File: src/hw/pld_params.svh
`ifndef PLD_PARAMS_SVH
`define PLD_PARAMS_SVH

// ---------------------------------------------------------------
// register offsets
// ---------------------------------------------------------------
`define PLD_OFS_FAST_PROP     8'h13
`define PLD_OFS_FAST_INT_A    8'h14
`define PLD_OFS_FAST_INT_B    8'h15
`define PLD_OFS_CSLIP_MISC    8'h16
`define PLD_OFS_FB_INT_DIS    8'h17
`define PLD_OFS_PLL_MISC      8'h18
`define PLD_OFS_PHASE_CORR    8'h19
`define PLD_OFS_FB_FRAC2      8'h1A
`define PLD_OFS_FB_FRAC3      8'h1B
`define PLD_OFS_FB_FRAC4      8'h1C
`define PLD_OFS_DIV2_INT1     8'h1D
`define PLD_OFS_DIV2_INT2     8'h1E
`define PLD_OFS_DIV2_CTRL     8'h1F
`define PLD_OFS_FIRST         8'h13
`define PLD_OFS_LAST          8'h1F
`define PLD_NUM_REGS          13

// ---------------------------------------------------------------
// reset values and field positions
// ---------------------------------------------------------------
`define PLD_REG_RESET         8'h00
`define PLD_RDATA_UNMAPPED    8'h00
`define PLD_BIT_CSLIP_EN      0
`define PLD_BIT_ZERO_DELAY    3
`define PLD_BIT_MASTER_DIS    7
`define PLD_BIT_INT_MODE      0
`define PLD_BIT_FB_INT_HI     4
`define PLD_BIT_MAN_PINS      5
`define PLD_BIT_PUMP_OFFSET   6
`define PLD_BIT_ADC_DITHER    7
`define PLD_BIT_PHASE_CORR    1
`define PLD_BIT_DIV2_INT_MODE 5
`define PLD_BIT_FORCE_MAN     6
`define PLD_BIT_REVERTIVE     7
`define PLD_BW_RESERVED       4'h3
`define PLD_BW_SAFE           4'h0

`endif

File: src/hw/pld_pkg.sv
package pld_pkg;

    // feedback divider operating mode, encoded as the mode bit
    typedef enum logic {
        PLD_MODE_FRAC = 1'b0,
        PLD_MODE_INT  = 1'b1
    } pld_div_mode_t;

    // where the active input clock comes from
    typedef enum logic [1:0] {
        PLD_SEL_AUTO      = 2'b00,
        PLD_SEL_PREFERRED = 2'b01,
        PLD_SEL_MAN_PINS  = 2'b11,
        PLD_SEL_MAN_REG   = 2'b10
    } pld_sel_src_t;

    typedef logic [7:0] pld_byte_t;

endpackage : pld_pkg

File: src/hw/pld_config.sv
// Function
// - bit 7 of 17h disables the PLL, pump offset, ADC dither, cycle slip detector and fast acquisition.
// - feedback integer is 17h bits 6:0 plus 18h bit 4.
// - 18h bit 0 picks fractional (0) or integer (1) divider mode.
// - in manual select mode with 18h bit 5 set, input comes from pins.
// - 18h bit 6 enables charge pump offset, bit 7 ADC dither.
// - 18h bits 3:1 hold charge pump binning for tuning gain.
// - 16h bit 0 enables the cycle slip detector; zero disables it.
// - 16h bits 2:1 hold the cycle slip detector threshold.
// - 16h bit 3 zero-delay setting, 5:4 loop filter, 7:6 pump gain.
// - 19h bits 7:6 hold the phase averager configuration.
// - 19h bits 5:2 set phase filter bandwidth; code 3 is reserved.
// - 19h bit 1 holds the phase correction setting.
// - feedback fraction is three full bytes at 1Ah to 1Ch.
// - second divider integer is 1Dh, 1Eh and 1Fh bits 4:0.
// - 1Fh bit 7 enables revertive return to the preferred input.
// - 1Fh bit 6 forces manual input selection over automatic.
// - 1Fh bit 5 forces the second divider modulator to integer.
// - with its enable set, holdover exit uses fast-lock bandwidth.
`timescale 1ns/10ps
`include "pld_params.svh"

module pld_config (
    // clock and reset
    input wire logic core_clk,
    input wire logic rst_n,
    // register port
    input wire logic [7:0] reg_addr,
    input wire logic [7:0] reg_wdata,
    input wire logic reg_wr_en,
    input wire logic reg_rd_en,
    output logic [7:0] reg_rdata,
    output logic reg_rd_valid,
    output logic reg_hit,
    // loop status from the same clock domain
    input wire logic [7:0] normal_prop_path,
    input wire logic [7:0] normal_int_path_a,
    input wire logic [7:0] normal_int_path_b,
    input wire logic fast_acq_on_exit_en,
    input wire logic holdover_exit,
    input wire logic loop_locked,
    input wire logic manual_select_mode,
    input wire logic [1:0] auto_input_sel,
    input wire logic [1:0] preferred_input,
    input wire logic preferred_valid,
    // manual input select pins, asynchronous
    input wire logic [1:0] manual_sel_pins,
    // loop controls
    output logic pll_enable,
    output logic [7:0] feedback_int,
    output pld_pkg::pld_div_mode_t feedback_mode,
    output logic [23:0] feedback_frac,
    output logic [20:0] second_div_int,
    output logic second_delta_sigma_int_mode,
    output logic charge_pump_offset_en,
    output logic adc_dither_en,
    output logic [2:0] charge_pump_binning,
    output logic cycle_slip_en,
    output logic [1:0] cycle_slip_threshold,
    output logic zero_delay_buffer_cfg,
    output logic [1:0] loop_filter_cfg,
    output logic [1:0] charge_pump_gain_cfg,
    output logic [1:0] phase_averager_cfg,
    output logic [3:0] phase_filter_bw,
    output logic phase_filter_bw_reserved,
    output logic phase_correction_cfg,
    output logic fast_acq_active,
    output logic [7:0] prop_path_gain,
    output logic [7:0] int_path_gain_a,
    output logic [7:0] int_path_gain_b,
    output logic [1:0] active_input_sel,
    output pld_pkg::pld_sel_src_t active_input_src,
    output logic revertive_en
);

    // ---------------------------------------------------------------
    // register storage
    // ---------------------------------------------------------------
    // one byte per register, ordered by address
    pld_pkg::pld_byte_t regs_r [0:`PLD_NUM_REGS-1];
    logic [3:0] reg_idx;
    logic addr_in_range;

    // index into the array; the map is contiguous so two compares decode it
    assign addr_in_range = (reg_addr >= `PLD_OFS_FIRST) &&
                           (reg_addr <= `PLD_OFS_LAST);
    assign reg_idx = 4'(reg_addr - `PLD_OFS_FIRST);
    assign reg_hit = addr_in_range;

    // plain storage, every field is writable and resets to zero
    always_ff @(posedge core_clk or negedge rst_n) begin
        if (!rst_n) begin
            for (int i = 0; i < `PLD_NUM_REGS; i++) begin
                regs_r[i] <= `PLD_REG_RESET;
            end
        end else if (reg_wr_en && addr_in_range) begin
            regs_r[reg_idx] <= reg_wdata;
        end
    end

    // read data registered one cycle after the request
    always_ff @(posedge core_clk or negedge rst_n) begin
        if (!rst_n) begin
            reg_rdata <= `PLD_RDATA_UNMAPPED;
            reg_rd_valid <= 1'b0;
        end else begin
            reg_rd_valid <= reg_rd_en;
            if (reg_rd_en) begin
                // unmapped reads answer zero rather than stale data
                reg_rdata <= addr_in_range ? regs_r[reg_idx] :
                             `PLD_RDATA_UNMAPPED;
            end
        end
    end

    // ---------------------------------------------------------------
    // named views of the stored bytes
    // ---------------------------------------------------------------
    // per-register aliases keep the field logic readable
    pld_pkg::pld_byte_t fast_prop_q;
    pld_pkg::pld_byte_t fast_int_a_q;
    pld_pkg::pld_byte_t fast_int_b_q;
    pld_pkg::pld_byte_t cslip_q;
    pld_pkg::pld_byte_t fb_int_q;
    pld_pkg::pld_byte_t misc_q;
    pld_pkg::pld_byte_t phase_q;
    pld_pkg::pld_byte_t div2_ctrl_q;
    logic master_dis;

    // fixed slots; the offsets are constants so no decode logic results
    assign fast_prop_q = regs_r[4'(`PLD_OFS_FAST_PROP - `PLD_OFS_FIRST)];
    assign fast_int_a_q = regs_r[4'(`PLD_OFS_FAST_INT_A - `PLD_OFS_FIRST)];
    assign fast_int_b_q = regs_r[4'(`PLD_OFS_FAST_INT_B - `PLD_OFS_FIRST)];
    assign cslip_q = regs_r[4'(`PLD_OFS_CSLIP_MISC - `PLD_OFS_FIRST)];
    assign fb_int_q = regs_r[4'(`PLD_OFS_FB_INT_DIS - `PLD_OFS_FIRST)];
    assign misc_q = regs_r[4'(`PLD_OFS_PLL_MISC - `PLD_OFS_FIRST)];
    assign phase_q = regs_r[4'(`PLD_OFS_PHASE_CORR - `PLD_OFS_FIRST)];
    assign div2_ctrl_q = regs_r[4'(`PLD_OFS_DIV2_CTRL - `PLD_OFS_FIRST)];
    assign master_dis = fb_int_q[`PLD_BIT_MASTER_DIS];

    // ---------------------------------------------------------------
    // synchroniser for the manual select pins
    // ---------------------------------------------------------------
    // two stages; selection logic reads only the second
    logic [1:0] man_pins_meta_r;
    logic [1:0] man_pins_r;

    // the first stage feeds the second stage only
    always_ff @(posedge core_clk or negedge rst_n) begin
        if (!rst_n) begin
            man_pins_meta_r <= 2'h0;
            man_pins_r <= 2'h0;
        end else begin
            man_pins_meta_r <= manual_sel_pins;
            man_pins_r <= man_pins_meta_r;
        end
    end

    // ---------------------------------------------------------------
    // fast acquisition tracking
    // ---------------------------------------------------------------
    // internal flag runs one cycle ahead of fast_acq_active
    logic fast_acq_r;
    logic fast_acq_set;

    // a disabled loop must not start fast acquisition
    assign fast_acq_set = holdover_exit && fast_acq_on_exit_en && !master_dis;

    // set on holdover exit, cleared by lock; a set in the same cycle wins
    always_ff @(posedge core_clk or negedge rst_n) begin
        if (!rst_n) begin
            fast_acq_r <= 1'b0;
        end else if (fast_acq_set) begin
            fast_acq_r <= 1'b1;
        end else if (loop_locked || master_dis) begin
            fast_acq_r <= 1'b0;
        end
    end

    // ---------------------------------------------------------------
    // input clock selection
    // ---------------------------------------------------------------
    // next selection, settled before the registering edge
    pld_pkg::pld_sel_src_t sel_src_nxt;
    logic manual_mode;
    logic [1:0] sel_nxt;

    // the register force behaves like the manual mode strap
    assign manual_mode = manual_select_mode ||
                         div2_ctrl_q[`PLD_BIT_FORCE_MAN];

    // manual choice outranks revertive, revertive outranks automatic
    always_comb begin
        sel_src_nxt = pld_pkg::PLD_SEL_AUTO;
        sel_nxt = auto_input_sel;
        if (manual_mode) begin
            if (misc_q[`PLD_BIT_MAN_PINS]) begin
                sel_src_nxt = pld_pkg::PLD_SEL_MAN_PINS;
                sel_nxt = man_pins_r;
            end else begin
                // without the pin select the preferred input stands
                sel_src_nxt = pld_pkg::PLD_SEL_MAN_REG;
                sel_nxt = preferred_input;
            end
        end else if (div2_ctrl_q[`PLD_BIT_REVERTIVE] && preferred_valid) begin
            sel_src_nxt = pld_pkg::PLD_SEL_PREFERRED;
            sel_nxt = preferred_input;
        end
    end

    // selection is registered so the clock mux sees no glitches
    always_ff @(posedge core_clk or negedge rst_n) begin
        if (!rst_n) begin
            active_input_sel <= 2'h0;
            active_input_src <= pld_pkg::PLD_SEL_AUTO;
        end else begin
            active_input_sel <= sel_nxt;
            active_input_src <= sel_src_nxt;
        end
    end

    // ---------------------------------------------------------------
    // divider controls
    // ---------------------------------------------------------------
    // divider values stay visible while disabled; only pll_enable is gated
    always_ff @(posedge core_clk or negedge rst_n) begin
        if (!rst_n) begin
            pll_enable <= 1'b0;
            feedback_int <= 8'h00;
            feedback_mode <= pld_pkg::PLD_MODE_FRAC;
            feedback_frac <= 24'h000000;
            second_div_int <= 21'h000000;
            second_delta_sigma_int_mode <= 1'b0;
            revertive_en <= 1'b0;
        end else begin
            pll_enable <= !master_dis;
            feedback_int <= {misc_q[`PLD_BIT_FB_INT_HI],
                             fb_int_q[6:0]};
            feedback_mode <= pld_pkg::pld_div_mode_t'(
                misc_q[`PLD_BIT_INT_MODE]);
            feedback_frac <= {
                regs_r[4'(`PLD_OFS_FB_FRAC4 - `PLD_OFS_FIRST)],
                regs_r[4'(`PLD_OFS_FB_FRAC3 - `PLD_OFS_FIRST)],
                regs_r[4'(`PLD_OFS_FB_FRAC2 - `PLD_OFS_FIRST)]};
            second_div_int <= {
                div2_ctrl_q[4:0],
                regs_r[4'(`PLD_OFS_DIV2_INT2 - `PLD_OFS_FIRST)],
                regs_r[4'(`PLD_OFS_DIV2_INT1 - `PLD_OFS_FIRST)]};
            second_delta_sigma_int_mode <=
                div2_ctrl_q[`PLD_BIT_DIV2_INT_MODE];
            revertive_en <= div2_ctrl_q[`PLD_BIT_REVERTIVE];
        end
    end

    // ---------------------------------------------------------------
    // charge pump and converter controls
    // ---------------------------------------------------------------
    // enables drop while the PLL is disabled; codes pass unchanged
    always_ff @(posedge core_clk or negedge rst_n) begin
        if (!rst_n) begin
            charge_pump_offset_en <= 1'b0;
            adc_dither_en <= 1'b0;
            charge_pump_binning <= 3'h0;
            charge_pump_gain_cfg <= 2'h0;
        end else begin
            charge_pump_offset_en <= misc_q[`PLD_BIT_PUMP_OFFSET] &&
                                     !master_dis;
            adc_dither_en <= misc_q[`PLD_BIT_ADC_DITHER] &&
                             !master_dis;
            charge_pump_binning <= misc_q[3:1];
            charge_pump_gain_cfg <= cslip_q[7:6];
        end
    end

    // ---------------------------------------------------------------
    // cycle slip detector and loop filter controls
    // ---------------------------------------------------------------
    // threshold and filter codes pass through even while disabled
    always_ff @(posedge core_clk or negedge rst_n) begin
        if (!rst_n) begin
            cycle_slip_en <= 1'b0;
            cycle_slip_threshold <= 2'h0;
            zero_delay_buffer_cfg <= 1'b0;
            loop_filter_cfg <= 2'h0;
        end else begin
            // detector also stops with the rest of the PLL
            cycle_slip_en <= cslip_q[`PLD_BIT_CSLIP_EN] &&
                             !master_dis;
            cycle_slip_threshold <= cslip_q[2:1];
            zero_delay_buffer_cfg <= cslip_q[`PLD_BIT_ZERO_DELAY];
            loop_filter_cfg <= cslip_q[5:4];
        end
    end

    // ---------------------------------------------------------------
    // phase path controls
    // ---------------------------------------------------------------
    // high while software holds the reserved bandwidth code
    logic bw_reserved;

    // the stored byte keeps the code so it still reads back
    assign bw_reserved = (phase_q[5:2] == `PLD_BW_RESERVED);

    // the reserved code is never passed on; the filter gets a safe code
    always_ff @(posedge core_clk or negedge rst_n) begin
        if (!rst_n) begin
            phase_averager_cfg <= 2'h0;
            phase_filter_bw <= 4'h0;
            phase_filter_bw_reserved <= 1'b0;
            phase_correction_cfg <= 1'b0;
        end else begin
            phase_averager_cfg <= phase_q[7:6];
            phase_filter_bw <= bw_reserved ? `PLD_BW_SAFE :
                               phase_q[5:2];
            phase_filter_bw_reserved <= bw_reserved;
            phase_correction_cfg <= phase_q[`PLD_BIT_PHASE_CORR];
        end
    end

    // ---------------------------------------------------------------
    // loop gain selection
    // ---------------------------------------------------------------
    // fast gains replace normal ones only while acquisition is running
    always_ff @(posedge core_clk or negedge rst_n) begin
        if (!rst_n) begin
            fast_acq_active <= 1'b0;
            prop_path_gain <= 8'h00;
            int_path_gain_a <= 8'h00;
            int_path_gain_b <= 8'h00;
        end else begin
            fast_acq_active <= fast_acq_r;
            prop_path_gain <= fast_acq_r ? fast_prop_q :
                              normal_prop_path;
            int_path_gain_a <= fast_acq_r ? fast_int_a_q :
                               normal_int_path_a;
            int_path_gain_b <= fast_acq_r ? fast_int_b_q :
                               normal_int_path_b;
        end
    end

endmodule : pld_config

File: config.mk
export PLATFORM = sky130hd
export DESIGN_NAME = pld_config
export DESIGN_NICKNAME = d
export VERILOG_FILES = /design/src/hw/pld_pkg.sv /design/src/hw/pld_config.sv
export VERILOG_INCLUDE_DIRS = /design/src /design/src/hw
export SDC_FILE = /design/constraint.sdc
export NUM_CORES = 1
export LEC_CHECK = 0
export BUFFER_PORTS_ARGS = -buffer_cell sky130_fd_sc_hd__buf_2
export CAP_MARGIN = 30
export CORE_MARGIN = 5
export CORE_UTILIZATION = 50
export CTS_CLUSTER_SIZE = 25
export DETAILED_ROUTE_END_ITERATION = 8
export HOLD_SLACK_MARGIN = 0.03
export PLACE_DENSITY = 0.74
export SETUP_SLACK_MARGIN = 0.02
export SLEW_MARGIN = 5
export SYNTH_ARGS = -nofsm -noshare
export SYNTH_HDL_FRONTEND = slang
export SYNTH_SLANG_ARGS = --single-unit
export TNS_END_PERCENT = 1
File: constraint.sdc
create_clock -name core_clk -period 1.76 [get_ports core_clk]
set_input_delay 0.264 -clock core_clk [delete_from_list [all_inputs] [get_ports core_clk]]
set_output_delay 0.264 -clock core_clk [all_outputs]
set_load 0.02 [all_outputs]
# Word level (Yosys, flattened, before mapping)
# Index checks and enable logic that the tools add are counted.
[totals] reg_bits=225 latchBits=0 ramBits=0 romBits=0 elab_cells=82 mem_count=0
[classes] addsub=1 n_mul=0 n_div=0 n_lt_le_gt_ge=4 n_eq_ne=1 n_shift=0 mux=19 n_bitwise=1 n_reduce_logical=13
[op_table] operator="bitwise mux 104 bit" count=1
[op_table] operator="two-way mux 8 bit" count=7
[op_table] operator="binary-select mux 8 bit (select 4 bit)" count=1
[op_table] operator="demux 8 bit (select 4 bit)" count=1
[op_table] operator="logical AND 1 bit" count=9
[op_table] operator=">= comparator 8 x 5 -> 1 bit, second input constant" count=1
[op_table] operator="<= comparator 8 x 5 -> 1 bit, second input constant" count=1
[op_table] operator="two-way mux 2 bit" count=4
[op_table] operator=">= comparator 5 bit, second input constant" count=1
[op_table] operator="less-than comparator 5 x 1 -> 1 bit, second input constant" count=1
[op_table] operator="inverter 4 -> 5 bit" count=1
[op_table] operator="equality test 4 x 2 -> 1 bit, second input constant" count=1
[op_table] operator="two-way mux 1 bit" count=4
[op_table] operator="two-way mux 4 bit" count=1
[op_table] operator="subtractor 4 x 2 -> 4 bit, second input constant" count=1
[op_table] operator="logical OR 1 bit" count=2
[op_table] operator="nonzero test 2 bit" count=1
[op_table] operator="zero test 1 bit" count=1

# Longest topological paths before layout
[logic_depth] word_depth=7 mapped_depth=10 mapped_depth_nobuf=6

# Worst setup path before layout
# No wires, ideal clock.
[synth_timing] path_type="input port to flip-flop" from="in reg_addr[0]" to="reg reg_rdata[1]" setup_ps=130 arrival_time_ps=2089 t_required_ps=1630 slack_ps=-460 cell_stages=9 cell_sequence="buf_6 buf_6 inv_1 ha_1 buf_2 clkbuf_1 mux4_2 a211oi_1 o41ai_1"
[synth_via] elab_chain_len=6 word_cells_on_any_way=9 cone_classes="add/sub: 1; order compare: 2; mux: 4; bitwise: 1; reduce/logical: 1"
[synth_rtl] item="from (decl)" line="pld_config.sv:28" text="input wire logic [7:0] reg_addr,"
[synth_rtl] item="subtractor 4 x 2 -> 4 bit (no line)"
[synth_rtl] item="inverter 4 -> 5 bit (implied by the code)" line="pld_config.sv:110" text="reg_rdata <= addr_in_range ? regs_r[reg_idx] :"
[synth_rtl] item="binary-select mux 8 bit (select 4 bit)" line="pld_config.sv:110"
[synth_rtl] item="two-way mux 8 bit (implied by the code) (2 in a row)" line="pld_config.sv:110"
[synth_rtl] item="two-way mux 8 bit (no line) (*)"
[synth_rtl] item="to (signal assigned)" line="pld_config.sv:104" text="reg_rdata <= `PLD_RDATA_UNMAPPED;"
[synth_rtl] item="to (signal assigned)" line="pld_config.sv:110"
[synth_rtl] item="to (decl)" line="pld_config.sv:32" text="output logic [7:0] reg_rdata,"
# Every way passes the cells marked *; elsewhere a longest branch is shown, timed or not. The select of a mux whose other input is x is not followed.
# A chain may end at the register's enable or synchronous reset.

# Final worst setup path
[layout_timing] from="in reg_addr[0]" to="out reg_hit"
[layout_via] elab_chain_len=2 word_cells_on_any_way=3 cone_classes="order compare: 2; reduce/logical: 1"
[layout_rtl] item=">= comparator 8 x 5 -> 1 bit (no line) / <= comparator 8 x 5 -> 1 bit (equally long branches)"
[layout_rtl] item="logical AND 1 bit (*)" line="pld_config.sv:85" text="assign addr_in_range = (reg_addr >= `PLD_OFS_FIRST) &&"
[layout_rtl] item="to (decl)" line="pld_config.sv:34" text="output logic reg_hit,"
# Every way passes the cells marked *; elsewhere a longest branch is shown, timed or not.

==> impl_metrics.csv <==
group,metric,value,unit
timing,rsz0062_at_grt,"true",
finish,largest_register_ffs,40,
run,drv_cap,0,
timing,setup_viol,0,
synthesis,synth_area_per_cell,16.4,um2
clock_tree,cts_setup_buffers,0,
synthesis,synth_area,8630,um2
clock_tree,cts_buffer_depth,3,
timing,slew_headroom,66.3,%
synthesis,synth_seq_cells,225,
power_and_ir_drop,cellLeakagePower,5.84,nW
global_route,grt_pass1_vias,5985,
finish,final_cells,1013,
synthesis,synth_fp_nets,584,
run_status,run_status,"finished clean",
global_route,grt_pass1_wl,33700,um
critical_path,worstPathRequired,1500,ps
power_and_ir_drop,peakVddDrop,0.728,mV
timing,timing.setup.tns,0,ps
synthesis,yosysUniqueCellTypes,43,
synthesis,yosysSeqAreaShare,65.3,%
placed_design,placed_cell_area,10100,um2
clock_tree,cts_buffers,24,
die,io-pin-count,172,
synthesis,ys_async_sr_fraction,100,%
synthesis,synth-simple-area-share,5.03,%
die,die-area,20000,um2
global_route,grt_use_total,21.7,%
drt,drt_first_pass_iters,4,
drt,drt_iter0_drc,278,
synthesis,synth_xor_area_share,0.493,%
critical_path,timing.reg2reg.setup_slack,230,ps
drt,wl_per_cell,20.8,um
timing,period_share,93.7,%
synthesis,synth_flop_cell,"dfrtp_1",
finish,regMostFlops,"regs_r",
synthesis,synth_top_family_by_area,"multiplexers",
critical_path,cp_data_arrival_time,1380,ps
global_route,grt_remaining_overflow,0,
critical_path,worstSetupPathType,"in2out",
synthesis,yosysTopAreaCellShare,65.3,%
critical_path,start_kind,"input pin",
global_route,grt_max_degree,97,
synthesis,synth_cells,525,
drt,routed_wl,21100,um
finish,area_growth_syn_to_layout,30.0,%
die,rows,48,
finish,fin_area,11200,um2
clock_tree,clk_pin_slew,60,ps
finish,layout_common_cells,"225 x dfrtp_1, 170 x buf_2, 112 x mux2_2, 33 x dlygate4sd3_1, 32 x buf_4",
timing,finalHoldViolations,0,
clock_tree,htreeDepth,1,
finish,final_layout_size_suffix_gt1_share,53.5,%
placed_design,hpwl,15100,um
global_route,antenna_found_initial,0,
die,chipWidth,141,um
die,die_y,141,um
timing,drv_slew,0,
timing,max_freq,0.607,GHz
clock_tree,cts_tree,"done",
die,start_util,50.4,%
power_and_ir_drop,powerDensity,1040,nW/um2
synthesis,synth_mux_area_share,23.4,%
finish,layout_commonest_cell,"dfrtp_1",
critical_path,path_max_fanout,5,
synthesis,synth_edf_count,0,
drt,viasPerCell,5.26,
synthesis,synth_fa_ha_area_share,0.580,%
power_and_ir_drop,p_total,0.0117,W
critical_path,cp-end-kind,"output port",
drt,drc_errors,0,
timing,fin_skew,13.7,ps
clock_tree,clock-sinks,225,
synthesis,synth_compound_area_share,2.89,%
clock_tree,clockRootBuffer,"clkbuf_16",
die,core,17100,um2
timing,tightest_slew,505,ps
finish,top_regs,"regs_r: 40 flops, feedback_frac: 24 flops, second_div_int: 21 flops",
drt,vias,5327,
synthesis,ys_warn_count,0,
hold_path,hp-class,"in2reg",
placed_design,gp_congestion,0.873,
synthesis,synth_top_area_cell,"dfrtp_1",
finish,nets,830,
clock_tree,clk_latency,510,ps
synthesis,ys_top_cells_by_area,"dfrtp_1 65%, mux2_2 15%, mux4_2 6.0%, mux2_4 1.4%, nor2_4 1.2%",
timing,min_period,1650,ps
placed_design,io_buffers,171,
placed_design,dp.cells,937,
finish,fin_util,65.5,%
finish,nFillCells,1209,
drt,drtAntennaViolNets,0,
==> worst paths after layout <==
check / from / to / depth (start not counted)
max in group asynchronous: rst_n / fast_int_b_q[0] / 3
worst min register to register: man_pins_meta_r[0] / man_pins_r[0] / 0
worst max-delay path: reg_addr[0] / reg_hit / 5
worst min-delay path: auto_input_sel[0] / active_input_sel[0] / 3
min in group asynchronous: rst_n / second_div_int[4] / 2
worst max register to register: fast_int_b_q[2] / reg_rdata[2] / 3
==> logic make-up (layout without fill, tap and decap cells) <==
kind of cell,count (synthesis),count (layout)
xor+xnor,4,4
other cells,0,1
buf+inv,37,299
simple gates,70,70
flops,225,225
compound gates,33,33
fa+ha+maj,4,4
mux,152,152
==> stage by stage <==
step,hold WS (ps),setup slack [ps]
global placement,76.8,-321
finish,47.8,111
CTS,31.4,74.2
floorplan,-31.6,-154
global route,42.5,15.3
detailed placement,77.1,-333
==> cell usage after synthesis, types with 2 or more instances <==
cell type / n
buf_4: 2
nand2_1: 16
buf_6: 7
inv_1: 7
mux2_2: 112
o41ai_1: 7
o22ai_1: 3
clkbuf_1: 14
mux2_1: 8
or3_1: 2
mux4_2: 23
xnor2_1: 2
a211oi_1: 3
buf_2: 4
a21oi_1: 12
nand2b_4: 2
nor2b_1: 8
mux2_4: 8
ha_1: 4
dfrtp_1: 225
nor2_1: 11
nand2b_1: 9
and3_1: 5
nor2_4: 9
nand3_1: 4
==> final cells by class <==
type / instances / area (um2) / area share, %
sequential: 225 / 5630 / 50.2
clock inverter: 11 / 111 / 0.993
tap: 225 / 282 / 2.51
antenna: 1 / 2.50 / 0.0223
timing repair buffer: 248 / 1680 / 14.9
multi-input combinational: 263 / 2810 / 25.0
clock buffer: 31 / 668 / 5.96
inverter: 9 / 38.8 / 0.346
==> power by group <==
part	internal, W	leakage [nW]	switching [W]	total, W
Clock	0.00296	0.387	0.00194	0.00491
Combinational	0.000534	2.40	0.000662	0.00120
Sequential	0.00542	3.06	0.000144	0.00557
Total	0.00892	5.84	0.00275	0.0117
==> layer usage <==
layer / vias to the layer above / wire, um / global-route usage (%)
met5: - / 0 / 0
met4: 0 / 398 / 6.22
met3: 28 / 1780 / 4.55
met2: 200 / 10900 / 37.7
met1: 2745 / 8030 / 27.8
li1: 2354 / - / -
==> repair_timing <==
action / 4_1_cts / 5_1_grt
endpoints found under the setup margin: 0 / 2
endpoints found under the hold margin: 256 / 0
hold buffers: 34 / 0
resized for setup: 0 / 1
==> worst max-delay path, cell delays in order <==
cell	delay, ps
buf_2	120
ha_1	290
o31a_2	420
buf_4	150
buf_2	150
Note: power is estimated with default switching activity, not from simulation.
